[config.mk]
export PLATFORM = sky130hd
export DESIGN_NAME = ews_seq
export DESIGN_NICKNAME = d
export VERILOG_FILES = /design/src/include/ews_pkg.sv /design/src/logic/ews_rst_sync.sv /design/src/logic/ews_seq.sv
export VERILOG_INCLUDE_DIRS = /design/src /design/src/include
export SDC_FILE = /design/constraint.sdc
export NUM_CORES = 1
export LEC_CHECK = 0
export ABC_CLOCK_PERIOD_IN_PS = 7640
export BUFFER_PORTS_ARGS = -buffer_cell sky130_fd_sc_hd__buf_2
export CAP_MARGIN = 15
export CORE_UTILIZATION = 54
export DETAILED_ROUTE_END_ITERATION = 10
export PLACE_DENSITY = 0.84
export SLEW_MARGIN = 20
export SYNTH_ARGS = -nofsm -noshare
export SYNTH_HDL_FRONTEND = slang
export SYNTH_SLANG_ARGS = --single-unit
[constraint.sdc]
create_clock -name clk -period 7.64 [get_ports clk]
set_clock_uncertainty 0.2 [all_clocks]
set_input_delay 0.382 -clock clk [delete_from_list [all_inputs] [get_ports clk]]
set_output_delay 0.382 -clock clk [all_outputs]
set_load 0.01 [all_outputs]
[src/include/ews_cfg.svh]
// Constants for the external bus wait-extension sequencer.
// Assumes a 16-bit external data bus and a single master clock.
`ifndef EWS_CFG_SVH
`define EWS_CFG_SVH
`define EWS_CLK_PERIOD_NS 10
`define EWS_DATA_W        32
`define EWS_HALF_W        16
`define EWS_BYTE_W        8
`define EWS_ADDR_W        24
`define EWS_WS_W          4
`define EWS_HALF_SEL_BIT  1
`define EWS_MIN_WS_NARROW 1
`define EWS_MIN_WS_WIDE   2
`define EWS_IDLE_HALF     16'h0000
`endif

[src/include/ews_pkg.sv]
// Types for the external bus wait-extension sequencer.
// Shared by the sequencer and its bench.
package ews_pkg;
  typedef enum logic [2:0]
  {
    EWS_ST_IDLE = 3'b001,
    EWS_ST_ACC  = 3'b010,
    EWS_ST_GAP  = 3'b100
  } ews_state_t;

  typedef enum logic [1:0]
  {
    EWS_W8  = 2'h0,
    EWS_W16 = 2'h1,
    EWS_W32 = 2'h2
  } ews_width_t;
endpackage : ews_pkg

[src/logic/ews_rst_sync.sv]
// Reset release synchroniser: asserts at once, releases after two edges.
// Assumes nrst may be asynchronous to clk.
`timescale 1ns/1ns
module ews_rst_sync
(
  input  logic clk,
  input  logic nrst,
  output logic rst_n_sync
);
  logic meta_q;

  always_ff @(posedge clk or negedge nrst)
  begin
    if (!nrst)
    begin
      meta_q     <= 1'b0;
      rst_n_sync <= 1'b0;
    end
    else
    begin
      meta_q     <= 1'b1;
      rst_n_sync <= meta_q;
    end
  end
endmodule : ews_rst_sync

[src/logic/ews_seq.sv]
// External static memory access sequencer with wait request stretching.
// Assumes wait_request_n is synchronous to clk; 16-bit external data bus.
`timescale 1ns/1ns
`include "ews_cfg.svh"
module ews_seq
#(
  parameter int WS_W   = `EWS_WS_W,
  parameter int ADDR_W = `EWS_ADDR_W
)
(
  input  logic                       clk,
  input  logic                       nrst,
  input  logic                       req,
  input  logic                       req_write,
  input  ews_pkg::ews_width_t        req_width,
  input  logic [ADDR_W-1:0]          req_addr,
  input  logic [`EWS_DATA_W-1:0]     req_wdata,
  input  logic [WS_W-1:0]            std_wait_states,
  input  logic                       wait_request_n,
  input  logic [`EWS_HALF_W-1:0]     data_in,
  output logic [`EWS_HALF_W-1:0]     data_out,
  output logic                       data_oe_n,
  output logic [ADDR_W-1:0]          ext_addr,
  output logic                       chip_select_n,
  output logic                       read_strobe_n,
  output logic                       write_strobe_n,
  output logic [`EWS_DATA_W-1:0]     rdata,
  output logic                       done,
  output logic                       busy
);
  import ews_pkg::*;

  if (WS_W < 1 || ADDR_W < 2)
  begin : g_chk
    $error("ews_seq: WS_W must be >= 1 and ADDR_W >= 2");
  end

  logic            rst_n;
  ews_state_t      state_q;
  logic [WS_W-1:0] cnt_q;
  logic [WS_W-1:0] nws_q;
  logic            wr_q;
  ews_width_t      wid_q;
  logic            half_q;
  logic            early_q;
  logic            late_q;
  logic [`EWS_DATA_W-1:0] wdata_q;

  ews_rst_sync u_rst_sync
  (
    .clk        (clk),
    .nrst       (nrst),
    .rst_n_sync (rst_n)
  );

  logic start;
  logic in_acc;
  logic waiting;
  logic last;
  logic stall;
  logic early_ev;
  logic late_ev;
  logic half_end;
  logic final_end;
  logic wide;
  logic [`EWS_HALF_W-1:0] din_masked;

  assign start     = req && (state_q == EWS_ST_IDLE);
  assign in_acc    = (state_q == EWS_ST_ACC);
  assign waiting   = !wait_request_n;
  assign last      = (cnt_q == nws_q);
  assign stall     = in_acc && waiting;
  // A wait seen at the first edge or with standard states left is honoured
  assign early_ev  = stall && (!last || cnt_q == '0) && !late_q;
  assign late_ev   = stall && last && cnt_q != '0 && !early_q && !late_q;
  assign half_end  = in_acc && !waiting && last;
  assign wide      = (wid_q == EWS_W32);
  assign final_end = half_end && !(wide && !half_q);
  assign din_masked = (wid_q == EWS_W8) ?
                      {{(`EWS_HALF_W-`EWS_BYTE_W){1'b0}},
                       data_in[`EWS_BYTE_W-1:0]} : data_in;

  always_ff @(posedge clk or negedge rst_n)
  begin
    if (!rst_n)
      state_q <= EWS_ST_IDLE;
    else
    begin
      case (state_q)
        EWS_ST_IDLE:
          if (start)
            state_q <= EWS_ST_ACC;
        EWS_ST_ACC:
          if (half_end)
            state_q <= final_end ? EWS_ST_IDLE : EWS_ST_GAP;
        EWS_ST_GAP:
          state_q <= EWS_ST_ACC;
        default:
          state_q <= EWS_ST_IDLE;
      endcase
    end
  end

  // Standard wait-state counter freezes while the request holds the bus
  always_ff @(posedge clk or negedge rst_n)
  begin
    if (!rst_n)
      cnt_q <= '0;
    else if (start || state_q == EWS_ST_GAP)
      cnt_q <= '0;
    else if (in_acc && !waiting && !last)
      cnt_q <= cnt_q + 1'b1;
  end

  always_ff @(posedge clk or negedge rst_n)
  begin
    if (!rst_n)
    begin
      nws_q   <= '0;
      wr_q    <= 1'b0;
      wid_q   <= EWS_W8;
      wdata_q <= '0;
    end
    else if (start)
    begin
      nws_q   <= std_wait_states;
      wr_q    <= req_write;
      wid_q   <= req_width;
      wdata_q <= req_wdata;
    end
  end

  always_ff @(posedge clk or negedge rst_n)
  begin
    if (!rst_n)
      half_q <= 1'b0;
    else if (start)
      half_q <= 1'b0;
    else if (half_end && !final_end)
      half_q <= 1'b1;
  end

  // Early and late wait classification, fresh for each 16-bit half
  always_ff @(posedge clk or negedge rst_n)
  begin
    if (!rst_n)
    begin
      early_q <= 1'b0;
      late_q  <= 1'b0;
    end
    else if (start || state_q == EWS_ST_GAP)
    begin
      early_q <= 1'b0;
      late_q  <= 1'b0;
    end
    else
    begin
      if (early_ev)
        early_q <= 1'b1;
      if (late_ev)
        late_q <= 1'b1;
    end
  end

  always_ff @(posedge clk or negedge rst_n)
  begin
    if (!rst_n)
      chip_select_n <= 1'b1;
    else if (start)
      chip_select_n <= 1'b0;
    else if (final_end)
      chip_select_n <= 1'b1;
  end

  always_ff @(posedge clk or negedge rst_n)
  begin
    if (!rst_n)
      read_strobe_n <= 1'b1;
    else if ((start && !req_write) || (state_q == EWS_ST_GAP && !wr_q))
      read_strobe_n <= 1'b0;
    else if (half_end)
      read_strobe_n <= 1'b1;
  end

  // A late request cannot stretch the write pulse, only the access
  always_ff @(posedge clk or negedge rst_n)
  begin
    if (!rst_n)
      write_strobe_n <= 1'b1;
    else if ((start && req_write) || (state_q == EWS_ST_GAP && wr_q))
      write_strobe_n <= 1'b0;
    else if (half_end || (late_ev && wr_q))
      write_strobe_n <= 1'b1;
  end

  always_ff @(posedge clk or negedge rst_n)
  begin
    if (!rst_n)
    begin
      ext_addr  <= '0;
      data_out  <= `EWS_IDLE_HALF;
      data_oe_n <= 1'b1;
    end
    else if (start)
    begin
      ext_addr  <= req_addr;
      data_out  <= req_wdata[`EWS_HALF_W-1:0];
      data_oe_n <= !req_write;
    end
    else if (half_end && !final_end)
    begin
      ext_addr[`EWS_HALF_SEL_BIT] <= 1'b1;
      data_out  <= wdata_q[`EWS_DATA_W-1:`EWS_HALF_W];
    end
    else if (final_end)
      data_oe_n <= 1'b1;
  end

  always_ff @(posedge clk or negedge rst_n)
  begin
    if (!rst_n)
      rdata <= '0;
    else if (start && !req_write)
      rdata <= '0;
    else if (late_ev && !wr_q && wide && !half_q)
      rdata[`EWS_HALF_W-1:0] <= data_in;
    else if (half_end && !wr_q)
    begin
      if (half_q)
        rdata[`EWS_DATA_W-1:`EWS_HALF_W] <= data_in;
      else if (!(wide && late_q))
        rdata[`EWS_HALF_W-1:0] <= din_masked;
    end
  end

  always_ff @(posedge clk or negedge rst_n)
  begin
    if (!rst_n)
    begin
      done <= 1'b0;
      busy <= 1'b0;
    end
    else
    begin
      done <= final_end;
      if (start)
        busy <= 1'b1;
      else if (final_end)
        busy <= 1'b0;
    end
  end

  AST_EARLY_HOLD: assert property (@(posedge clk)
    disable iff (!rst_n)
    early_ev |=> !chip_select_n && in_acc && $stable(cnt_q))
    else $error("early wait did not hold the access");
  AST_EARLY_WRITE: assert property (@(posedge clk)
    disable iff (!rst_n) (early_ev && wr_q) |=> !write_strobe_n)
    else $error("early wait did not stretch write strobe");
  AST_LATE_FIRST_HALF: assert property (@(posedge clk)
    disable iff (!rst_n) (late_ev && !wr_q && wide && !half_q) |=>
      rdata[`EWS_HALF_W-1:0] == $past(data_in))
    else $error("late 32-bit read first half not taken at standard end");
  AST_LATE_READ_STROBE: assert property (@(posedge clk)
    disable iff (!rst_n) (stall && !wr_q) |=> !read_strobe_n)
    else $error("read strobe not stretched by wait");
  AST_LATE_WRITE_REL: assert property (@(posedge clk)
    disable iff (!rst_n)
    (late_ev && wr_q) |=> write_strobe_n ##1 write_strobe_n)
    else $error("write strobe not released at last standard cycle");
  AST_LATE_CS_HOLD: assert property (@(posedge clk)
    disable iff (!rst_n) (late_q && stall) |=> !chip_select_n)
    else $error("chip select released while wait active");
  AST_RELEASE_END: assert property (@(posedge clk)
    disable iff (!rst_n)
    final_end |=> chip_select_n && done && read_strobe_n && write_strobe_n
      ##1 !done)
    else $error("access did not complete after wait withdrawn");
  AST_COUNT_ADVANCE: assert property (@(posedge clk)
    disable iff (!rst_n)
    (in_acc && !waiting && !last) |=> cnt_q == $past(cnt_q) + 1'b1)
    else $error("wait-state counter did not advance");

  COV_EARLY: cover property (@(posedge clk) disable iff (!rst_n)
    early_ev ##[1:20] final_end);
  COV_LATE_WRITE: cover property (@(posedge clk) disable iff (!rst_n)
    (late_ev && wr_q) ##[1:20] final_end);
  COV_LATE_READ32: cover property (@(posedge clk) disable iff (!rst_n)
    (late_ev && wide && !wr_q) ##[1:40] final_end);
endmodule : ews_seq
Yosys cells after proc, flatten, opt, wreduce, memory -nomap -nowiden
Cells that the tools add are included.
{"block": "word_totals", "input_bits": 83, "elab_cells": 122, "register_bits": 129}
{"block": "classes", "n_eq_ne": 11, "addsub": 1, "muxes": 33, "n_reduce_logical": 55}
{"cell": "$mux W16", "count": 8}
{"cell": "$mux W32", "count": 2}
{"cell": "$logic_and A1 B1 Y1", "count": 24}
{"cell": "$reduce_bool A2 Y1", "count": 9}
{"cell": "$mux W1", "count": 17}
{"cell": "$logic_not A1 Y1", "count": 9}
{"cell": "$mux W3", "count": 3}
{"cell": "$pmux W3 S3", "count": 1}
{"cell": "$mux W4", "count": 2}
{"cell": "$ne A2 B2 Y1 const B", "count": 3}
{"cell": "$reduce_and A3 Y1", "count": 2}
{"cell": "$logic_or A1 B1 Y1", "count": 5}
{"cell": "$add A4 B1 Y4 const B", "count": 1}
{"cell": "$eq A4 B4 Y1", "count": 1}
{"cell": "$logic_not A4 Y1", "count": 1}
{"cell": "$reduce_and A2 Y1", "count": 2}
{"cell": "$reduce_bool A4 Y1", "count": 1}
{"cell": "$eq A3 B1 Y1 const B", "count": 1}
{"cell": "$eq A3 B2 Y1 const B", "count": 1}
{"cell": "$eq A3 B3 Y1 const B", "count": 1}
{"cell": "$ne A3 B1 Y1 const B", "count": 1}
{"cell": "$ne A3 B3 Y1 const B", "count": 1}
{"cell": "$reduce_bool A3 Y1", "count": 1}
{"cell": "$eq A2 B2 Y1 const B", "count": 1}
{"cell": "other kinds (2)", "count": 2}

Logic depth before layout (Yosys ltp)
Gate-level depths: netlist (run 1).
{"block": "depth", "ltp_word": 11, "mapped_depth": 7}

Modules after synthesis
A second synthesis (run 1) with hierarchy kept.
{"block": "hier_totals", "hier_cells": 521, "hier_area_um2": 4947.2}
{"mod": "ews_seq", "instances": 1, "cells_each": 518, "area_per_inst_um2": 4893.4, "seq_area_each_um2": 2783.9}
{"mod": "ews_rst_sync", "instances": 1, "cells_each": 3, "area_per_inst_um2": 53.8, "seq_area_each_um2": 50.0}

Least setup slack after synthesis (run 1)
Ideal clock, no wire load.
{"block": "synth_timing", "path_kind": "reg-to-reg", "start": "register cnt_q[0]", "end": "register rdata[10]", "stages_incl_launch_ff": 8, "path_slack_ps": 5432, "t_arrival_ps": 1929, "setup_time_ps": 79, "path_buffers": 1, "synth_period_minus_slack_ps": 2208, "cell_sequence": "dfrtp_1 inv_1 ha_1 or3b_1 and4_1 o21ai_2 buf_4 mux2i_1"}
{"block": "synth_between", "elab_chain_len": 10}
{"item": "start, declared", "line": "ews_seq.sv:40", "rtl": "logic [WS_W-1:0] cnt_q;"}
{"item": "start signal, assigned", "line": "ews_seq.sv:112", "rtl": "cnt_q <= cnt_q + 1'b1;"}
{"item": "$eq A4 B4 Y1", "line": "ews_seq.sv:71", "rtl": "assign last = (cnt_q == nws_q);"}
{"item": "$logic_and A1 B1 Y1 (4 in a row)", "line": "ews_seq.sv:75", "rtl": "assign late_ev = stall && last && cnt_q != '0 && !early_q && !late_q;"}
{"item": "$logic_and A1 B1 Y1 (3 in a row)", "line": "ews_seq.sv:225", "rtl": "else if (late_ev && !wr_q && wide && !half_q)"}
{"item": "$ne A3 B3 Y1 (no line), or another cell as far along"}
{"item": "$reduce_and A3 Y1 (no line) / $mux W32 (equally long branches)"}
{"item": "end signal, assigned by index", "line": "ews_seq.sv:226", "rtl": "rdata[`EWS_HALF_W-1:0] <= data_in;"}
{"item": "end signal, assigned by index", "line": "ews_seq.sv:230", "rtl": "rdata[`EWS_DATA_W-1:`EWS_HALF_W] <= data_in;"}
{"item": "end signal, assigned by index", "line": "ews_seq.sv:232", "rtl": "rdata[`EWS_HALF_W-1:0] <= din_masked;"}
{"item": "end, declared", "line": "ews_seq.sv:27", "rtl": "output logic [`EWS_DATA_W-1:0] rdata,"}
Parallel ways exist; a longest one is shown, timed or not.
A chain may end at the register's enable or synchronous reset.

Worst setup path after layout (run 1)
{"block": "layout_timing", "start": "register state_q[0]", "end": "register rdata[28]"}
{"block": "layout_between", "elab_chain_len": 11}
{"item": "start, declared", "line": "ews_seq.sv:39", "rtl": "ews_state_t state_q;"}
{"item": "start signal, assigned", "line": "ews_seq.sv:95", "rtl": "state_q <= final_end ? EWS_ST_IDLE : EWS_ST_GAP;"}
{"item": "$eq A3 B2 Y1", "line": "ews_seq.sv:69", "rtl": "assign in_acc = (state_q == EWS_ST_ACC);"}
{"item": "$logic_and A1 B1 Y1", "line": "ews_seq.sv:72", "rtl": "assign stall = in_acc && waiting;"}
{"item": "$logic_and A1 B1 Y1 (4 in a row)", "line": "ews_seq.sv:75"}
{"item": "$logic_and A1 B1 Y1 (3 in a row)", "line": "ews_seq.sv:225"}
{"item": "$ne A2 B2 Y1 (no line)"}
{"item": "$reduce_and A3 Y1 (no line)"}
Parallel ways exist; a longest one is shown, timed or not.

==> summary.md, run 1 <==
| Metric | Value |
|---|---|
| Status | finished clean |
| Worst Hold Class | in2reg |
| Pleak | around 3.8 nW |
| Sequential area share after synthesis | about 58% |
| TNS Setup | 0 ns |
| Vias per cell | 5.79 |
| Worst VDD drop | 0.000235 V |
| RSZ-0062 raised after global routing | false |
| Number of global-route vias before repair | 5035 |
| Max Root-Sink Buffers | 2 |
| Period utilization | 36.2% |
| Insertion delay to the later sink of the worst-skew pair | ~0.50 ns |
| DRC | 0 |
| Slew @ Worst Pin | 1.04 ns |
| Yosys cell types | 45 |
| Die height | a little under 100 µm |
| Max_cap viols | 0 |
| CP Capture Type | register |
| Yosys reg bits | 113 |
| First-pass GRT wire length | 25700 µm |
| Asr flop ratio synth | 100% |
| Routability cong. | 0.819 |
| Gr ovfl total | 0 |
| Worst EP arrival | 2.91 ns |
| I/O pin count | 161 |
| Hold slack | 0.0641 ns |
| Largest net degree at the start of global routing | 83 |
| Gr usage total | 34.9% |
| Die X | 97.4 µm |
| Top_reg_cell synth | dfrtp_1 |
| Hold Violations, Final | 0 |
| CP max FO | 66 |
| Gate count after technology mapping | 518 |
| IO Port Bufs | 160 |
| TritonCTS Sinks | 113 |
| DR iter-0 viols | 410 |
| Total Routed Length | ~16000 µm |
| PwrDens | 356 nW/µm² |
| Number of synthesized flops with an enable pin | 0 |
| Layout cells sized above 1 | ~28% |
| Synth-to-layout area growth | 46.0% |
| Nets | 832 |
| Avg Synthesized Cell Area | 9.49 µm² |
| Startpoint Class | register |
| Fmax | 362 MHz |
| CTS buffer count | 17 |
| Setup Viol. Count Final | 0 |
| Mapped Area | approximately 4900 µm² |
| CTS tree | yes |
| Initial Utilization | between 50 and 60% |
| DR WL/cell | roughly 19 µm |
| # fillers | 462 |
| Fin crit period | 2.77 ns |
| Via count | 5025 |
| CP Class | reg2reg |
| Synth warn | 0 |
| Worst-path clk slew | ~0.06 ns |
| TritonRoute pass-1 iters | 5 |
| Initial antenna violation count | 1 |
| HPWL Detailed | 8270 µm |
| Die area | 9480 µm² |
| Synth Net Count | 603 |
| Slew Viols, Final | 0 |
| Post-route ant nets | 0 |
| H-tree depth | 4 |
| Max-slew headroom | 30.6% |
| Root buf cell | clkbuf_8 |
| Core Box Area | 8760 µm² |
| Row Count | 34 |
| Critical Path RT | 7.79 ns |
-- cell usage after synthesis (2+ instances only) --
cell	instances	area [µm²]
inv_1	4	15.0
or3b_1	2	17.5
buf_2	3	15.0
nor2_1	8	30.0
o21ai_0	20	100
mux2i_1	18	180
buf_1	3	11.3
nand2_1	180	676
or3_1	9	56.3
nor3_1	11	55.1
nor3b_2	2	25.0
nor3b_1	2	15.0
nand4_1	2	12.5
nand2b_1	2	12.5
dfrtp_1	108	2700
o21a_1	4	30.0
o211ai_1	9	67.6
xor2_1	4	35.0
a211o_1	8	70.1
clkbuf_1	26	97.6
nor4_1	3	18.8
nand4bb_1	2	22.5
dfstp_2	5	131
nor3_2	2	20.0
nand3_1	36	180
a21oi_1	24	120
ha_1	2	25.0
buf_6	2	22.5
-- critical path, stage by stage (launching register included) --
cell and delay, ns:
dfstp_2 0.60, nand4bb_4 0.79, nor2_2 0.90, a21oi_1 0.11
-- worst paths after layout --
path                                            start        endpoint  slack [ns]  cells past startpoint
worst min-delay path                   wait_request_n        cnt_q[2]        0.06                      3
min in group asynchronous       u_rst_sync.rst_n_sync    ext_addr[17]        0.07                      0
worst min register to register  u_rst_sync.rst_n_sync    ext_addr[17]        0.07                      0
worst max-delay path                       state_q[0]       rdata[28]        4.87                      3
max in group asynchronous       u_rst_sync.rst_n_sync  write_strobe_n        5.99                      2
worst max register to register             state_q[0]       rdata[28]        4.87                      3
-- layout make-up --
class | count | area (µm²) | area share, %
sequential | 113 | 2840 | 39.5
clock inverter | 10 | 134 | 1.87
antenna | 1 | 2.50 | 0.0349
clock buffer | 21 | 459 | 6.40
tap | 108 | 135 | 1.88
timing repair buffer | 245 | 1650 | 23.1
multi-input combinational | 366 | 1940 | 27.0
inverter | 4 | 15.0 | 0.209
-- registers in the layout, indices dropped and copies added, names as in the netlist, 2 cells and up --
signal,count
cnt_q,4
nws_q,4
rdata,32
data_out,16
wid_q,2
wdata_q,16
state_q,3
ext_addr,24
-- metrics by stage --
step	setup slack, ns	area, µm²	util, %	cells	power, mW
after detailed placement	4.61	5740	65.5	754	1.66
after global placement	4.77	5740	65.5	754	1.61
after global routing	4.68	7180	81.9	868	2.67
final	4.87	7180	81.9	868	2.56
after CTS	4.59	7150	81.6	866	2.48
after floorplan	4.07	4910	-	518	1.39
-- per-layer routing --
| metal | up-vias | share of wire (%) | track usage (%) |
|---|---|---|---|
| li1 | 2204 | - | - |
| met1 | 2421 | 39 | 43.8 |
| met2 | 344 | 49 | 57.9 |
| met3 | 56 | 8.9 | 8.20 |
| met4 | 0 | 3.3 | 15.2 |
| met5 | - | 0 | 0 |
-- layout by cell type (no fill, tap or decap), types with 5 or more instances in the layout --
cell type,count
dlygate4sd3_1,81
buf_2,160
dfrtp_1,107
a211o_1,8
nand2_1,180
a21oi_1,24
dfstp_2,5
nor3_1,11
clkbuf_16,16
o211ai_1,9
nand3_1,36
or3_1,9
nor2_1,7
o21ai_0,20
mux2i_1,18
-- logic make-up (layout without fill, tap and decap cells) --
group | count (synthesis) | count (layout) | share of synthesized area (%)
multiplexers | 19 | 19 | 3.90
flip-flops | 113 | 113 | 57.7
buffers and inverters | 39 | 280 | 3.44
other | 1 | 2 | 0.0763
adder cells (fa/ha/maj) | 2 | 2 | 0.509
XOR/XNOR | 4 | 4 | 0.713
AO/OA/AOI/OAI | 72 | 72 | 9.14
AND/OR/NAND/NOR | 268 | 268 | 24.5
-- what timing repair did --
item,4_1_cts,5_1_grt
hold endpoints to repair,98,0
setup endpoints to repair,0,0
hold buffers,81,0
resized for setup,0,0
setup buffers,0,0
-- power by group --
part	internal [mW]	switching, mW	total [mW]	leakage [nW]
combinational	0.298	0.530	0.828	2.08
sequential	0.797	0.136	0.933	1.45
clock	0.519	0.276	0.794	0.290
total	1.61	0.942	2.56	3.82
No activity file was read; power rests on OpenSTA's default activity.
==> inputs of run 2 (changes only) <==
ABC_AREA = 1   (was not set)
ABC_CLOCK_PERIOD_IN_PS = 2800   (was 7640)
CORE_UTILIZATION = 51   (was 54)
PLACE_DENSITY = 0.8   (was 0.84)
clock period = 2.8 ns   (was 7.64 ns; I/O delays follow)
==> summary.md, run 2 <==
| Metric | Value |
|---|---|
| Top_reg_cell synth | dfrtp_1 |
| Die height | 100 µm |
| Area leader, netlist | dfrtp_1 |
| First-pass GRT wire length | 23400 µm |
| Worst EP arrival | ~2.7 ns |
| Synth top cells by count | nand2_1, dfrtp_1, nand3_1 |
| Avg Synthesized Cell Area | about 8.6 µm² |
| Mapped Area | 4940 µm² |
| RSZ-0062 raised after global routing | false |
| Largest net degree at the start of global routing | between 50 and 60 |
| Initial antenna violation count | 0 |
| Status | finished, violations left |
| Hold slack | -0.00410 ns |
| Sw Share | 38.2% |
| TNS Setup | 0 ns |
| Critical Path RT | between 2 and 3 ns |
| Cell Area, Placed | 5830 µm² |
| Fin crit period | 2.50 ns |
| Clock Power Share | 28.3% |
| Worst path cell trace | inv_1 -> nor2_1 -> nand3_2 -> nor2_2 -> clkinvlp_4 -> nand3_1 -> inv_1 -> nand2_1 -> nand2_1 |
| Synth warn | 0 |
| CTS tree | yes |
| Synth top area cells | dfrtp_1, nand2_1, nand3_1, dfstp_2, inv_1 |
| Gr ovfl total | 0 |
| DRT met1 WL | between 5000 and 6000 µm |
| Setup Viol. Count Final | 0 |
| Post-route ant nets | 0 |
| Largest regs | rdata: 32 flops, ext_addr: 24 flops |
| NetSw | 2.67 mW |
| Failing checks | hold timing |
| Max_cap viols | 0 |
| Largest register FFs | 32 |
| H-tree depth | 4 |
| Nets | 903 |
| Number of synthesized flops with an enable pin | 0 |
| CP max FO | 40 |
| Met2 wire len | 7170 µm |
| CTS buffer count | 17 |
| Insertion delay to the later sink of the worst-skew pair | around 0.5 ns |
| Root buf cell | clkbuf_8 |
| Total Routed Length | 14400 µm |
| Slowest cell on the critical path | clkinvlp_4 |
| Yosys cell types | 33 |
| Largest Register | rdata |
| Initial Utilization | 52.9% |
| Gate count after technology mapping | 575 |
| Die area | 10100 µm² |
| Hold Violations, Final | 9 |
| Slew @ Worst Pin | 0.649 ns |
| Slew Viols, Final | 0 |
| Pleak | 4.04 nW |
| Vias per cell | 5.07 |
| Final antenna diode count | 0 |
| Core Box Area | 9330 µm² |
| Most common cell after layout, fill and taps aside | nand2_1 |
| Critical Path Max Stage Delay | 0.60 ns |
| Most common cell in the netlist | nand2_1 |
| DR WL/cell | 15.0 µm |
| Post-place setup slack | 0.448 ns |
| Combinational Power Share | 34.6% |
| Cells on worst reg2reg path | 9 |
| TritonCTS Sinks | 113 |
| Delay-heaviest family, CP | simple AND/OR/NAND/NOR gates |
| Fin area | slightly above 7000 µm² |
| TritonRoute pass-1 iters | 6 |
| Max Used Layer | met4 |
| Worst VDD drop | around 0.00063 V |
| Sequential area share after synthesis | between 50% and 60% |
| Most frequent cells in the layout | nand2_1, buf_2, dfrtp_1, dlygate4sd3_1, nand3_1 |
| Synth top area share | 54.7% |
| Row Count | 35 |
| CP Depth | 9 |
| CP bufs+invs | 3 |
| Yosys reg bits | 113 |
| Period utilization | just under 90% |
| Layout cells sized above 1 | 28.5% |
| Worst-path clk slew | 0.06 ns |
| Worst Hold Class | reg2async |
| Number of global-route vias before repair | 5020 |
| Via count | 4866 |
| Fmax | between 300 and 400 MHz |
| Dpl cells | 845 |
| Synth Net Count | 660 |
| WL met3 | approximately 1100 µm |
| Post-route core utilization | 77.3% |
| Sequential Power Share | between 30 and 40% |
| CP Capture Type | register |
| CP Class | reg2reg |
| I/O pin count | 161 |
| PwrDens | 968 nW/µm² |
| Tot Pwr | 6.98 mW |
| DRC | 0 |
| DR iter-0 viols | roughly 210 |
| Routability cong. | roughly 0.80 |
| Gr usage total | 30.1% |
| Asr flop ratio synth | 100% |
| Final worst slack | 0.299 ns |
| Post-CTS setup buffers | 0 |
| Cell internal pwr | 4.31 mW |
| Max Root-Sink Buffers | 2 |
| Max-slew headroom | 56.6% |
| IO Port Bufs | 160 |
| HPWL Detailed | about 8000 µm |
| Die X | 100 µm |
| Synth-to-layout area growth | 46.1% |
| Finished Layout Cells | 960 |
| Startpoint Class | register |
run 2: cell count changes after synthesis, sizes merged, moves of 10 or more:
cell,delta
nand2,+93
inv,+38
clkbuf,-21
nand3,+20
a21oi,-19
mux2i,-18
nor2,+15
nor3,-10
run 2: metal layers:
metal  vias up  track usage (%)
li1       2275                -
met1      2297             37.3
met2       254             51.5
met3        40             6.82
met4         0             11.3
met5         -                0
run 2: area by class of cell:
type / instances / area (µm²)
Sequential cell: 113 / 2840
Tap cell: 129 / 161
Fill cell: 608 / 2120
Inverter: 42 / 166
Timing Repair Buffer: 247 / 1690
Multi-Input combinational cell: 397 / 1810
Clock buffer: 18 / 418
Clock inverter: 14 / 134
run 2: path summary, 6_finish.rpt:
check | from | to | slack, ns
worst max-delay path | state_q[0] | rdata[14] | 0.30
worst min-delay path | u_rst_sync.rst_n_sync | wdata_q[23] | -0.004
worst max register to register | state_q[0] | rdata[14] | 0.30
worst min register to register | u_rst_sync.rst_n_sync | wdata_q[23] | -0.004
max in group asynchronous | u_rst_sync.rst_n_sync | data_oe_n | 1.62
min in group clk | u_rst_sync.meta_q | u_rst_sync.rst_n_sync | 0.16
run 2: logic make-up (layout without fill, tap and decap cells):
| logic type | count (synthesis) | after routing | synth area share [%] |
|---|---|---|---|
| flops | 113 | 113 | 57.4 |
| fa+ha+maj | 2 | 2 | 0.507 |
| other cells | 1 | 1 | 0.0760 |
| compound gates | 33 | 33 | 3.78 |
| buf+inv | 65 | 321 | 5.98 |
| simple gates | 361 | 361 | 32.3 |
run 2: power by group through the flow:
| stage | combinational [mW] | sequential [mW] | clock [mW] |
|---|---|---|---|
| final | 2.42 | 2.59 | 1.97 |
| after global routing | 2.70 | 2.64 | 2.07 |
| after CTS | 2.34 | 2.56 | 2.01 |
| after detailed placement | 2.23 | 2.57 | 0 |
| after global placement | 2.15 | 2.56 | 0 |
| after floorplan | 1.28 | 2.74 | 0 |
run 2: what timing repair did:
item	in CTS	in global routing
gates resized for setup	0	1
setup endpoints to repair	0	32
endpoints found under the hold margin	107	0
hold buffers	83	0
